[src/hub_strap_pkg.sv]
package hub_strap_pkg;

	// ------------------------------------------------------------
	// strap vector layout
	// ------------------------------------------------------------
	localparam int STRAP_W          = 2;
	localparam int STRAP_SERIAL_BIT = 0;
	localparam int STRAP_PWR_BIT    = 1;

	// ------------------------------------------------------------
	// ports and reset values
	// ------------------------------------------------------------
	localparam int PORT_COUNT = 4;
	localparam int PORT4_IDX  = 3;

	localparam logic [STRAP_W-1:0] STRAP_RST     = 2'h0;
	localparam logic               STRAP_VLD_RST = 1'h0;
	localparam logic               PIN_OE_RST    = 1'h0;
	localparam logic               PIN_LVL_RST   = 1'h1;
	localparam logic               SUSP_RST      = 1'h0;
	localparam logic               RST_SYNC_RST  = 1'h0;

	// open-drain pins only ever pull low
	localparam logic OD_DRIVE_LVL = 1'h0;

	// the serial-mode strap value that picks the eeprom master role
	localparam logic SERIAL_I2C = 1'h1;
	// the power strap value that turns power switching on
	localparam logic PWR_SWITCH_ON = 1'h0;

endpackage

[src/strap_if.sv]
interface strap_if #(
	parameter int W = hub_strap_pkg::STRAP_W
);
	logic [W-1:0] raw;
	logic [W-1:0] value;
	logic         valid;

	modport latch (
		input  raw,
		output value,
		output valid
	);

	modport user (
		output raw,
		input  value,
		input  valid
	);
endinterface

[src/strap_latch.sv]
module strap_latch #(
	parameter int W = hub_strap_pkg::STRAP_W
) (
	// clock and synchronised reset
	input  wire logic clock_i,
	input  wire logic rst_n_i,
	input  wire logic ce_i,
	// strap values
	strap_if.latch    straps
);

	logic [W-1:0] value_r;
	logic [W-1:0] value_nxt;
	logic         valid_r;
	logic         valid_nxt;

	// ------------------------------------------------------------
	// capture once on the first enabled cycle after reset release
	// ------------------------------------------------------------
	always_comb begin
		valid_nxt = 1'b1;
		value_nxt = valid_r ? value_r : straps.raw;
	end

	always_ff @(posedge clock_i or negedge rst_n_i) begin
		if (!rst_n_i) begin
			value_r <= W'(hub_strap_pkg::STRAP_RST);
			valid_r <= hub_strap_pkg::STRAP_VLD_RST;
		end else if (ce_i) begin
			value_r <= value_nxt;
			valid_r <= valid_nxt;
		end
	end

	assign straps.value = value_r;
	assign straps.valid = valid_r;

	// ------------------------------------------------------------
	// checks
	// ------------------------------------------------------------
	// the release edge itself still finds the flops in reset, so it must not start a check
	property p_strap_capture;
		@(posedge clock_i) disable iff (!rst_n_i)
		(rst_n_i && ce_i && !valid_r) |=> (valid_r && value_r == $past(straps.raw));
	endproperty
	a_strap_capture: assert property (p_strap_capture) else $error("strap not captured at release");

	property p_strap_hold;
		@(posedge clock_i) disable iff (!rst_n_i)
		valid_r |=> (valid_r && $stable(value_r));
	endproperty
	a_strap_hold: assert property (p_strap_hold) else $error("latched strap changed");

endmodule

[src/hub_strap_and_pin_function.sv]
// What this block does
// - a low port-4 over-current input means an over-current event on port 4, a high level means none unless ganged mode sees a low on another port.
// - the serial-mode strap is sampled at reset release, 1 picking i2c and 0 picking smbus.
// - with the strap at 1 the scl and sda pins serve the i2c eeprom master.
// - with the strap at 0 the scl and sda pins serve the smbus slave.
// - after reset, only while status output is enabled, the strap pin shows upstream suspend, 1 meaning suspended.
// - the power strap is sampled at reset release, 0 enabling power switching and over-current monitoring.
// - a power strap of 1 disables power switching and ignores the over-current inputs.
module hub_strap_and_pin_function #(
	parameter int PORTS = hub_strap_pkg::PORT_COUNT
) (
	// clock, reset, enable
	input  wire logic             clock_i,
	input  wire logic             nrst_i,
	input  wire logic             ce_i,
	// serial-mode strap / suspend status pin
	input  wire logic             serial_mode_select_i,
	output logic                  serial_mode_select_o,
	output logic                  serial_mode_select_oe_o,
	// power switching strap pin
	input  wire logic             power_switching_disable_strap_i,
	// over-current pins, port 4 and ports 1..3
	input  wire logic             port4_overcurrent_n_i,
	input  wire logic [PORTS-2:0] port_overcurrent_n_i,
	// serial bus pins
	input  wire logic             scl_i,
	output logic                  scl_o,
	output logic                  scl_oe_o,
	input  wire logic             sda_i,
	output logic                  sda_o,
	output logic                  sda_oe_o,
	// eeprom master engine side
	input  wire logic             mst_scl_pull_i,
	input  wire logic             mst_sda_pull_i,
	output logic                  mst_scl_o,
	output logic                  mst_sda_o,
	// smbus slave engine side
	input  wire logic             slv_scl_pull_i,
	input  wire logic             slv_sda_pull_i,
	output logic                  slv_scl_o,
	output logic                  slv_sda_o,
	// hub core control and status
	input  wire logic             status_output_enable_i,
	input  wire logic             ss_suspend_i,
	input  wire logic             ganged_mode_i,
	input  wire logic [PORTS-1:0] pwrctl_req_i,
	output logic [PORTS-1:0]      pwrctl_o,
	output logic [PORTS-1:0]      overcurrent_o,
	output logic                  i2c_mode_o,
	output logic                  smbus_mode_o,
	output logic                  power_switching_en_o,
	output logic                  straps_valid_o
);

	// ------------------------------------------------------------
	// reset release
	// ------------------------------------------------------------
	logic rst_meta_r;
	logic rst_n_r;

	always_ff @(posedge clock_i or negedge nrst_i) begin
		if (!nrst_i) begin
			rst_meta_r <= hub_strap_pkg::RST_SYNC_RST;
			rst_n_r    <= hub_strap_pkg::RST_SYNC_RST;
		end else begin
			rst_meta_r <= 1'b1;
			rst_n_r    <= rst_meta_r;
		end
	end

	// ------------------------------------------------------------
	// strap capture
	// ------------------------------------------------------------
	strap_if #(.W(hub_strap_pkg::STRAP_W)) straps ();

	always_comb begin
		straps.raw                                  = '0;
		straps.raw[hub_strap_pkg::STRAP_SERIAL_BIT] = serial_mode_select_i;
		straps.raw[hub_strap_pkg::STRAP_PWR_BIT]    = power_switching_disable_strap_i;
	end

	strap_latch #(.W(hub_strap_pkg::STRAP_W)) u_strap_latch (
		.clock_i (clock_i),
		.rst_n_i (rst_n_r),
		.ce_i    (ce_i),
		.straps  (straps)
	);

	logic vld;
	logic i2c_mode;
	logic smbus_mode;
	logic pwr_en;

	assign vld        = straps.valid;
	assign i2c_mode   = vld && straps.value[hub_strap_pkg::STRAP_SERIAL_BIT] == hub_strap_pkg::SERIAL_I2C;
	assign smbus_mode = vld && straps.value[hub_strap_pkg::STRAP_SERIAL_BIT] != hub_strap_pkg::SERIAL_I2C;
	assign pwr_en     = vld && straps.value[hub_strap_pkg::STRAP_PWR_BIT] == hub_strap_pkg::PWR_SWITCH_ON;

	assign i2c_mode_o           = i2c_mode;
	assign smbus_mode_o         = smbus_mode;
	assign power_switching_en_o = pwr_en;
	assign straps_valid_o       = vld;

	// ------------------------------------------------------------
	// serial pin routing
	// ------------------------------------------------------------
	// pins stay released until the role is known, so neither engine
	// can glitch the bus while the strap is still being sampled
	logic scl_oe_r;
	logic scl_oe_nxt;
	logic sda_oe_r;
	logic sda_oe_nxt;
	logic mst_scl_r;
	logic mst_scl_nxt;
	logic mst_sda_r;
	logic mst_sda_nxt;
	logic slv_scl_r;
	logic slv_scl_nxt;
	logic slv_sda_r;
	logic slv_sda_nxt;

	always_comb begin
		scl_oe_nxt  = 1'b0;
		sda_oe_nxt  = 1'b0;
		mst_scl_nxt = hub_strap_pkg::PIN_LVL_RST;
		mst_sda_nxt = hub_strap_pkg::PIN_LVL_RST;
		slv_scl_nxt = hub_strap_pkg::PIN_LVL_RST;
		slv_sda_nxt = hub_strap_pkg::PIN_LVL_RST;
		if (i2c_mode) begin
			scl_oe_nxt  = mst_scl_pull_i;
			sda_oe_nxt  = mst_sda_pull_i;
			mst_scl_nxt = scl_i;
			mst_sda_nxt = sda_i;
		end else if (smbus_mode) begin
			scl_oe_nxt  = slv_scl_pull_i;
			sda_oe_nxt  = slv_sda_pull_i;
			slv_scl_nxt = scl_i;
			slv_sda_nxt = sda_i;
		end
	end

	always_ff @(posedge clock_i or negedge rst_n_r) begin
		if (!rst_n_r) begin
			scl_oe_r  <= hub_strap_pkg::PIN_OE_RST;
			sda_oe_r  <= hub_strap_pkg::PIN_OE_RST;
			mst_scl_r <= hub_strap_pkg::PIN_LVL_RST;
			mst_sda_r <= hub_strap_pkg::PIN_LVL_RST;
			slv_scl_r <= hub_strap_pkg::PIN_LVL_RST;
			slv_sda_r <= hub_strap_pkg::PIN_LVL_RST;
		end else if (ce_i) begin
			scl_oe_r  <= scl_oe_nxt;
			sda_oe_r  <= sda_oe_nxt;
			mst_scl_r <= mst_scl_nxt;
			mst_sda_r <= mst_sda_nxt;
			slv_scl_r <= slv_scl_nxt;
			slv_sda_r <= slv_sda_nxt;
		end
	end

	assign scl_o     = hub_strap_pkg::OD_DRIVE_LVL;
	assign sda_o     = hub_strap_pkg::OD_DRIVE_LVL;
	assign scl_oe_o  = scl_oe_r;
	assign sda_oe_o  = sda_oe_r;
	assign mst_scl_o = mst_scl_r;
	assign mst_sda_o = mst_sda_r;
	assign slv_scl_o = slv_scl_r;
	assign slv_sda_o = slv_sda_r;

	// ------------------------------------------------------------
	// suspend status on the strap pin
	// ------------------------------------------------------------
	logic susp_oe_r;
	logic susp_oe_nxt;
	logic susp_r;
	logic susp_nxt;

	always_comb begin
		susp_oe_nxt = vld && status_output_enable_i;
		susp_nxt    = ss_suspend_i;
	end

	always_ff @(posedge clock_i or negedge rst_n_r) begin
		if (!rst_n_r) begin
			susp_oe_r <= hub_strap_pkg::PIN_OE_RST;
			susp_r    <= hub_strap_pkg::SUSP_RST;
		end else if (ce_i) begin
			susp_oe_r <= susp_oe_nxt;
			susp_r    <= susp_nxt;
		end
	end

	assign serial_mode_select_oe_o = susp_oe_r;
	assign serial_mode_select_o    = susp_r;

	// ------------------------------------------------------------
	// over-current and power control
	// ------------------------------------------------------------
	logic [PORTS-1:0] oc_r;
	logic [PORTS-1:0] oc_nxt;
	logic [PORTS-1:0] pwr_r;
	logic [PORTS-1:0] pwr_nxt;
	logic [PORTS-1:0] oc_pin_n;
	logic             oc_any;

	// unused inputs float high through their pull-ups, so one shared
	// fault wire on any input is enough in ganged mode
	assign oc_pin_n = {port4_overcurrent_n_i, port_overcurrent_n_i};
	assign oc_any   = ~&oc_pin_n;

	always_comb begin
		oc_nxt  = '0;
		pwr_nxt = '0;
		if (pwr_en) begin
			oc_nxt  = ganged_mode_i ? {PORTS{oc_any}} : ~oc_pin_n;
			pwr_nxt = pwrctl_req_i;
		end
	end

	always_ff @(posedge clock_i or negedge rst_n_r) begin
		if (!rst_n_r) begin
			oc_r  <= '0;
			pwr_r <= '0;
		end else if (ce_i) begin
			oc_r  <= oc_nxt;
			pwr_r <= pwr_nxt;
		end
	end

	assign overcurrent_o = oc_r;
	assign pwrctl_o      = pwr_r;

	// ------------------------------------------------------------
	// checks
	// ------------------------------------------------------------
	property p_oc_port4;
		@(posedge clock_i) disable iff (!rst_n_r)
		(ce_i && pwr_en) |=> (oc_r[hub_strap_pkg::PORT4_IDX] == !$past(port4_overcurrent_n_i)
			|| $past(ganged_mode_i));
	endproperty
	a_oc_port4: assert property (p_oc_port4) else $error("port 4 over-current wrong");

	property p_i2c_route;
		@(posedge clock_i) disable iff (!rst_n_r)
		(ce_i && i2c_mode) |=> (sda_oe_o == $past(mst_sda_pull_i) && mst_scl_o == $past(scl_i));
	endproperty
	a_i2c_route: assert property (p_i2c_route) else $error("i2c pins not routed to master");

	property p_smbus_route;
		@(posedge clock_i) disable iff (!rst_n_r)
		(ce_i && smbus_mode) |=> (scl_oe_o == $past(slv_scl_pull_i) && slv_sda_o == $past(sda_i));
	endproperty
	a_smbus_route: assert property (p_smbus_route) else $error("smbus pins not routed to slave");

	property p_susp_out;
		@(posedge clock_i) disable iff (!rst_n_r)
		(rst_n_r && ce_i) |=> (serial_mode_select_oe_o == ($past(vld) && $past(status_output_enable_i))
			&& serial_mode_select_o == $past(ss_suspend_i));
	endproperty
	a_susp_out: assert property (p_susp_out) else $error("suspend status output wrong");

	property p_pwr_on;
		@(posedge clock_i) disable iff (!rst_n_r)
		(ce_i && pwr_en) |=> (pwrctl_o == $past(pwrctl_req_i));
	endproperty
	a_pwr_on: assert property (p_pwr_on) else $error("power control not passed");

	property p_pwr_off;
		@(posedge clock_i) disable iff (!rst_n_r)
		(vld && !pwr_en) |=> (pwrctl_o == '0 && overcurrent_o == '0)[*2];
	endproperty
	a_pwr_off: assert property (p_pwr_off) else $error("power switching not disabled");

	property p_mode_stable;
		@(posedge clock_i) disable iff (!rst_n_r)
		vld |=> ($stable(i2c_mode_o) && $stable(power_switching_en_o) && (i2c_mode_o != smbus_mode_o));
	endproperty
	a_mode_stable: assert property (p_mode_stable) else $error("strap mode changed after release");

endmodule

[config.mk]
export PLATFORM = sky130hd
export DESIGN_NAME = hub_strap_and_pin_function
export DESIGN_NICKNAME = d
export VERILOG_FILES = /design/src/hub_strap_pkg.sv /design/src/strap_if.sv /design/src/strap_latch.sv /design/src/hub_strap_and_pin_function.sv
export SDC_FILE = /design/constraint.sdc
export NUM_CORES = 1
export LEC_CHECK = 0
export BUFFER_PORTS_ARGS = -buffer_cell sky130_fd_sc_hd__buf_4
export CAP_MARGIN = 15
export CORE_MARGIN = 2
export CORE_UTILIZATION = 30
export CTS_BUF_LIST = sky130_fd_sc_hd__clkbuf_16
export CTS_CLUSTER_SIZE = 30
export DETAILED_ROUTE_END_ITERATION = 7
export GPL_ROUTABILITY_DRIVEN = 0
export PLACE_DENSITY = 0.62
export RECOVER_POWER = 100
export SLEW_MARGIN = 30
export SYNTH_ARGS = -nofsm -noshare
export SYNTH_HDL_FRONTEND = slang
export SYNTH_HIERARCHICAL = 1
export SYNTH_SLANG_ARGS = --single-unit
export TNS_END_PERCENT = 30
[constraint.sdc]
create_clock -name clock_i -period 1.6 [get_ports clock_i]
set_input_delay 0.32 -clock clock_i [delete_from_list [all_inputs] [get_ports clock_i]]
set_output_delay 0.32 -clock clock_i [all_outputs]
set_load 0.05 [all_outputs]
==> results of run 1 <==
## per-layer routing
metal	track usage (%)	routed length (um)
met5	0	0
met1	14.5	811
met3	1.95	140
met2	18.9	921
met4	4.76	15
## worst max-delay path, stage by stage (launching register included)
cell	delay (ns)
dfrtp_1	0.43
and2b_2	0.26
clkbuf_4	0.23
## per-stage QoR
step                cell area [um2]  utilization [%]  hold slack, ns  cells  total power, uW
finish                         1250             41.8           0.298    158             1550
global route                   1250             41.8           0.304    158             1630
CTS                            1340             44.5           0.201    158             1630
detailed placement             1240             41.5           0.105    153             1110
global placement               1240             41.5           0.102    153             1100
floorplan                       941                -          0.0244     83              958
## report_power, final
group          internal [uW]  switching [uW]  total, uW
Sequential               594            29.5        624
Combinational            118             305        423
Clock                    335             171        506
## what timing repair did
action,4_1_cts,5_1_grt
hold buffers,1,0
endpoints found under the hold margin,2,0
gates resized for setup,0,1
setup endpoints to repair,0,1
## final cells by class
| class | instances | area [um2] |
|---|---|---|
| Fill cell | 324 | 1750 |
| Sequential cell | 21 | 532 |
| Multi-Input combinational cell | 49 | 317 |
| Timing Repair Buffer | 43 | 255 |
| Clock buffer | 3 | 75.1 |
| Tap cell | 33 | 41.3 |
| Inverter | 8 | 30.0 |
| Clock inverter | 1 | 5.00 |
## worst min path at each step
stage                                     to  cells past startpoint  slack [ns]
6_report       u_strap_latch/straps.value[1]                      2        0.30
5_1_grt                 serial_mode_select_o                      2        0.30
4_1_cts                             sda_oe_o                      1        0.20
3_5_place_dp                         rst_n_r                      1        0.10
3_3_place_gp                         rst_n_r                      1        0.10
2_1_floorplan                     rst_meta_r                      0        0.02
## layout by cell type (no fill, tap or decap), drive strengths merged, types with 2 or more instances in the layout
cell,n
conb,3
mux2i,2
dfstp,4
dfrtp,17
inv,8
buf,20
clkbuf,25
a21oi,4
nor2,4
a41o,4
nand2,5
o22ai,6
nor2b,7
mux2,3
nand2b,5
## cells by family (layout without fill, tap and decap cells)
logic type / after synthesis / in the layout / synth area share [%]
simple gates: 26 / 26 / 16.3
flops: 21 / 21 / 56.6
compound gates: 15 / 15 / 10.9
buf+inv: 13 / 55 / 8.81
mux: 5 / 5 / 6.54
other cells: 2 / 3 / 0.801
==> reports/qor.txt, run 1 <==
global-route wire length before repair: 3090 um
status: completed
most frequent cells after synthesis: dfrtp_1, inv_1, nor2b_1, o22ai_1, nand2_1
Std-Cell Rows: 20
clk sinks: 21
Synth area leader: dfrtp_1
Worst Setup EP: smbus_mode_o
IR drop worst, VDD: 0.614 mV
Area contributors post-synth: dfrtp_1, dfstp_2, a41o_1
cell area after synthesis: 937 um2
Yosys reg bits: 21
port buffer count: 41
Worst Hold Class: input port to register
I/O Pins: 44
clk_lat worst skew: 0.25 ns
Post-Synthesis Cells: 82
Horiz. Die Dim: 59.9 um
Avg WL per Cell: 11.9 um
crit end category: output pin
grt total ovfl: 0
P&R area growth vs syn: 33.9%
max-cap violations: 0
Clock Tree Buf Depth: 2
actual slew at the worst max-slew pin: 0.996 ns
WS Path Type: register to output pin
Yosys warning total: 6
Worst Clk Skew: 0.00356 ns
Final Max Slew Viols: 0
Initial DRC Count: 13
Synth async-reset ratio: 100%
DIE AREA: 3590 um2
# diodes: 0
total global-route track usage: 11.4%
sequential fraction of the synthesis area: 56.6%
CP Data Required Time: 1.28 ns
setup violators final: 0
setup ws final: 0.108 ns
Pleak: 0.000605 uW
Hold Fails Final Rpt: 0
Slew HR: 33.6%
core area: 3000 um2
ys flop type: dfrtp_1
reg2reg end: u_strap_latch/straps.valid
antenna violations before repair: 0
vias in the first global route: 744
synth unique cells: 26
Setup TNS: 0 ns
net total in the final layout: 148
Post-CTS Setup Repair Bufs: 0
Final period util: 93.3%
pin count of the biggest net entering global routing: 31
Antenna Violating Nets Remaining: 0
TritonRoute pass-1 iters: 4
TritonCTS clock tree: done
Yosys top cell area share: 45.4%
CTS Buf Count: 3
dpl ws: 0.321 ns
reg2reg path depth: 1
Final min period: 1.49 ns
Post-DP HPWL: 1460 um
CTS root buf: clkbuf_16
Worst Hold Launch: power_switching_disable_strap_i
Starting Density: 31.2%
count leader, synth: dfrtp_1
crit start category: register
Fmax: 670 MHz
r2r setup slk: 0.45 ns
EDFF count, synth: 0
CP max FO: 5
Synth Area per Inst: 11.4 um2
Critical R2R Launch: rst_n_r
Die Ht: 59.9 um
layout cells sized above 1: 35.2%
P per Cell Area: 1240 nW/um2
clk slew on worst S/H paths: 0.05 ns
# DRC: 0
Via-to-Cell Ratio: 4.56
H-tree depth: 1
Vias: 720
CP arrival: 1.17 ns
CP startpoint: u_strap_latch/straps.value[0]
total wire length: 1890 um
RSZ-0062 raised after global routing: no
No activity file was read; power rests on OpenSTA's default activity.
==> run 2: changes to the inputs <==
RECOVER_POWER = not set   (was 100)
==> reports/qor.txt, run 2 (synthesized netlist as in run 1, its figures left out) <==
Hold Fails Final Rpt: 0
net switching power: 508 uW
highest-count cells in the layout ignoring fill and taps: buf_4, dfrtp_1, inv_1
core area: 3000 um2
switching fraction of total power: 31.7%
dpl cell area: 1240 um2
Post-DP HPWL: 1460 um
Vias: 719
port buffer count: 41
Worst Clk Skew: 0.00369 ns
total wire length: 1890 um
status: completed
vias in the first global route: 744
clk sinks: 21
CP peak stage delay: 0.38 ns
WS Path Type: register to output pin
Final min period: 1.49 ns
clk_lat worst skew: 0.25 ns
Std-Cell Rows: 20
Die Ht: 59.9 um
Antenna Violating Nets Remaining: 0
# DRC: 0
total global-route track usage: 11.4%
P&R area growth vs syn: 42.6%
DIE AREA: 3590 um2
Worst Hold Class: register to async pin
Reg area: 532 um2
Initial DRC Count: 11
# diodes: 0
Setup TNS: 0 ns
CP max FO: 5
CTS root buf: clkbuf_16
Via-to-Cell Ratio: 4.55
P_int: 1090 uW
I/O Pins: 44
CP Data Required Time: 1.28 ns
Critical R2R Launch: u_strap_latch/straps.valid
Avg WL per Cell: 12.0 um
Horiz. Die Dim: 59.9 um
H-tree depth: 1
CP startpoint: u_strap_latch/straps.value[1]
antenna violations before repair: 0
global-route wire length before repair: 3090 um
met1 Usage GRT: 14.5%
worst-path cell chain: nand2b_2 > inv_2 > buf_4
most common cell after layout, fill and taps aside: buf_4
GRT Max-Usage Layer: met2
crit end category: output pin
crit start category: register
TritonRoute pass-1 iters: 4
Final Max Slew Viols: 0
final instance area: 1340 um2
max-cap violations: 0
Starting Density: 31.2%
setup violators final: 0
Pleak: 0.000668 uW
Final period util: 93.0%
TritonCTS clock tree: done
Fmax: 672 MHz
# fillers: 305
clock power share: 31.6%
layout cells sized above 1: 48.0%
GRT met3 Usage: 1.95%
clk slew on worst S/H paths: 0.05 ns
pin count of the biggest net entering global routing: 31
Clock Tree Buf Depth: 2
net total in the final layout: 148
share of power burned in combinational logic: 29.3%
RSZ-0062 raised after global routing: no
IR drop worst, VDD: 0.617 mV
P per Cell Area: 1200 nW/um2
Cell Count, Final, Fillers Out: 158
grt total ovfl: 0
CTS Buf Count: 3
Sequential Power Share: 39.1%
CP arrival: 1.17 ns
CP max-delay cell: dfrtp_1
GRT met2 Usage: 18.9%
multi-input logic area: 328 um2
Cell Count Post-Placement: 153
-- run 2: changes by cell type in the layout (fill, tap and decap cells not counted), sizes merged --
cell,delta
clkbuf,-22
buf,+22
-- run 2: layout make-up --
class / instances / share of cell area, %
sequential: 21 / 39.8
multi-input combinational: 49 / 24.5
clock buffer: 3 / 5.62
tap: 33 / 3.09
timing repair buffer: 43 / 24.3
clock inverter: 1 / 0.375
inverter: 8 / 2.25
-- run 2: metrics by stage --
step / worst slack (ns) / total power [uW] / hold slack, ns / utilization (%)
floorplan: 0.104 / 958 / 0.0244 / -
global placement: 0.351 / 1100 / 0.102 / 41.5
detailed placement: 0.321 / 1110 / 0.105 / 41.5
CTS: 0.0259 / 1630 / 0.201 / 44.5
global route: 0.0324 / 1680 / 0.226 / 44.5
finish: 0.112 / 1600 / 0.192 / 44.5
-- run 2: final timing paths --
check,cells past startpoint,slack [ns],endpoint
max in group asynchronous,2,1.13,rst_n_r
worst max register to register,2,0.57,u_strap_latch/straps.value[0]
min in group clock_i,2,0.30,u_strap_latch/straps.value[0]
worst max-delay path,3,0.11,power_switching_en_o
worst min register to register,1,0.19,sda_oe_o
worst min-delay path,1,0.19,sda_oe_o
-- run 2: worst max-delay path, delay by kind of cell, from the launching register on --
kind / cells / cell delay (ns)
and+or+nand+nor: 1 / 0.23
buffers and inverters: 2 / 0.31
DFF: 1 / 0.38
-- run 2: repair_timing --
| action | 4_1_cts | 5_1_grt |
|---|---|---|
| resized for setup | 0 | 1 |
| hold buffers | 1 | 0 |
| hold endpoints to repair | 2 | 0 |
| buffers inserted | 0 | 0 |
| endpoints found under the setup margin | 0 | 1 |
-- run 2: power groups by stage --
stage                     sequential (uW)  clock (uW)  combinational, uW
after floorplan                       806           0                153
after global placement                635           0                467
after detailed placement              634           0                473
after CTS                             627         524                476
after global routing                  633         549                499
final                                 626         506                470
-- run 2: metal layers --
| metal | share of wire [%] | up-vias |
|---|---|---|
| met2 | 49 | 31 |
| met1 | 43 | 334 |
| li1 | - | 352 |
| met5 | 0 | - |
| met3 | 7.3 | 2 |
| met4 | 0.79 | 0 |
==> run 3: changes to the inputs <==
REMOVE_ABC_BUFFERS = 1   (was not set)
==> reports/qor.txt, run 3 (synthesized netlist as in run 1, its figures left out) <==
highest-count cells in the layout ignoring fill and taps: buf_4, dfrtp_1, inv_1
antenna violations before repair: 0
CTS Buf Count: 3
Starting Density: 31.2%
actual slew at the worst max-slew pin: 0.750 ns
total global-route track usage: 12.4%
CP peak stage delay: 0.37 ns
RSZ-0062 raised after global routing: no
IR drop worst, VDD: 0.568 mV
Final Max Slew Viols: 0
CP max FO: 5
worst-path cell chain: nand2b_2 > inv_2 > buf_4
max-cap violations: 0
dpl ws: 0.322 ns
Slew HR: 50.0%
DIE AREA: 3590 um2
most common cell after layout, fill and taps aside: buf_4
Initial DRC Count: 11
I/O Pins: 44
P per Cell Area: 1200 nW/um2
pin count of the biggest net entering global routing: 31
WS Path Type: register to output pin
TritonCTS clock tree: done
clk slew on worst S/H paths: 0.05 ns
setup ws final: 0.129 ns
Horiz. Die Dim: 59.9 um
clk sinks: 21
Final period util: 91.9%
H-tree depth: 1
TritonRoute pass-1 iters: 4
setup violators final: 0
crit start category: register
Vias: 722
CP arrival: 1.15 ns
Via-to-Cell Ratio: 4.60
Post-DP HPWL: 1500 um
P&R area growth vs syn: 41.7%
layout cells sized above 1: 46.8%
Worst Hold Class: input port to register
Reg area: 532 um2
Fmax: 680 MHz
Worst Clk Skew: 0.00142 ns
core area: 3000 um2
# fillers: 297
total wire length: 1980 um
CP Data Required Time: 1.28 ns
Pleak: 0.000665 uW
Clock Tree Buf Depth: 2
multi-input logic area: 328 um2
port buffer count: 41
Std-Cell Rows: 20
clk_lat worst skew: 0.25 ns
global-route wire length before repair: 3310 um
grt total ovfl: 0
Antenna Violating Nets Remaining: 0
Final min period: 1.47 ns
Avg WL per Cell: 12.6 um
# diodes: 0
Hold Fails Final Rpt: 0
vias in the first global route: 752
Die Ht: 59.9 um
CTS root buf: clkbuf_16
Final Util: 44.2%
Tot Pwr: 1600 uW
# DRC: 0
crit end category: output pin
CP max-delay cell: dfrtp_1
status: completed
Post-CTS Setup Repair Bufs: 0
net total in the final layout: 147
Setup TNS: 0 ns
-- run 3: final timing paths --
check	start	end	slack [ns]	depth (start not counted)
max in group asynchronous	rst_n_r	u_strap_latch/straps.valid	0.77	0
min in group asynchronous	rst_n_r	sda_oe_o	0.31	0
worst min-delay path	ss_suspend_i	serial_mode_select_o	0.30	2
worst min register to register	rst_n_r	sda_oe_o	0.31	0
worst max-delay path	u_strap_latch/straps.value[1]	power_switching_en_o	0.13	3
worst max register to register	u_strap_latch/straps.valid	u_strap_latch/straps.value[0]	0.55	2
-- run 3: final cells by class --
type | count | share of cell area [%]
clock buffer | 3 | 5.66
clock inverter | 1 | 0.283
inverter | 8 | 2.26
multi-input combinational | 49 | 24.7
sequential | 21 | 40.1
tap | 33 | 3.11
timing repair buffer | 42 | 23.9
-- run 3: critical path: cells and delay by family, from the launching register on --
| kind | cells | cell delay, ns |
|---|---|---|
| flops | 1 | 0.37 |
| simple gates | 1 | 0.22 |
| buf+inv | 2 | 0.31 |
-- run 3: repair_timing --
item                                    4_1_cts  5_1_grt
endpoints found under the setup margin        0        1
hold buffers                                  1        0
endpoints found under the hold margin         2        0
gates resized for setup                       0        1
-- run 3: through the flow --
stage | cell area, um2 | instances | hold slack [ns]
5_1_grt | 1330 | 157 | 0.300
3_3_place_gp | 1240 | 152 | 0.103
3_5_place_dp | 1240 | 152 | 0.105
4_1_cts | 1330 | 157 | 0.300
6_report | 1330 | 157 | 0.304
2_1_floorplan | 888 | 78 | 0.0244
-- run 3: metal layers --
layer	share of wire [%]	vias up	track usage, %	wire length (um)
met3	7.0	2	2.81	139
met5	0	-	0	0
met4	0.60	0	5.71	12
li1	-	351	-	-
met2	52	28	21.0	1030
met1	41	341	14.9	805
-- run 3: power by group --
part,switching [uW],internal (uW),total [uW]
clock,171,332,503
combinational,296,163,459
sequential,40.5,594,635
total,507,1090,1600
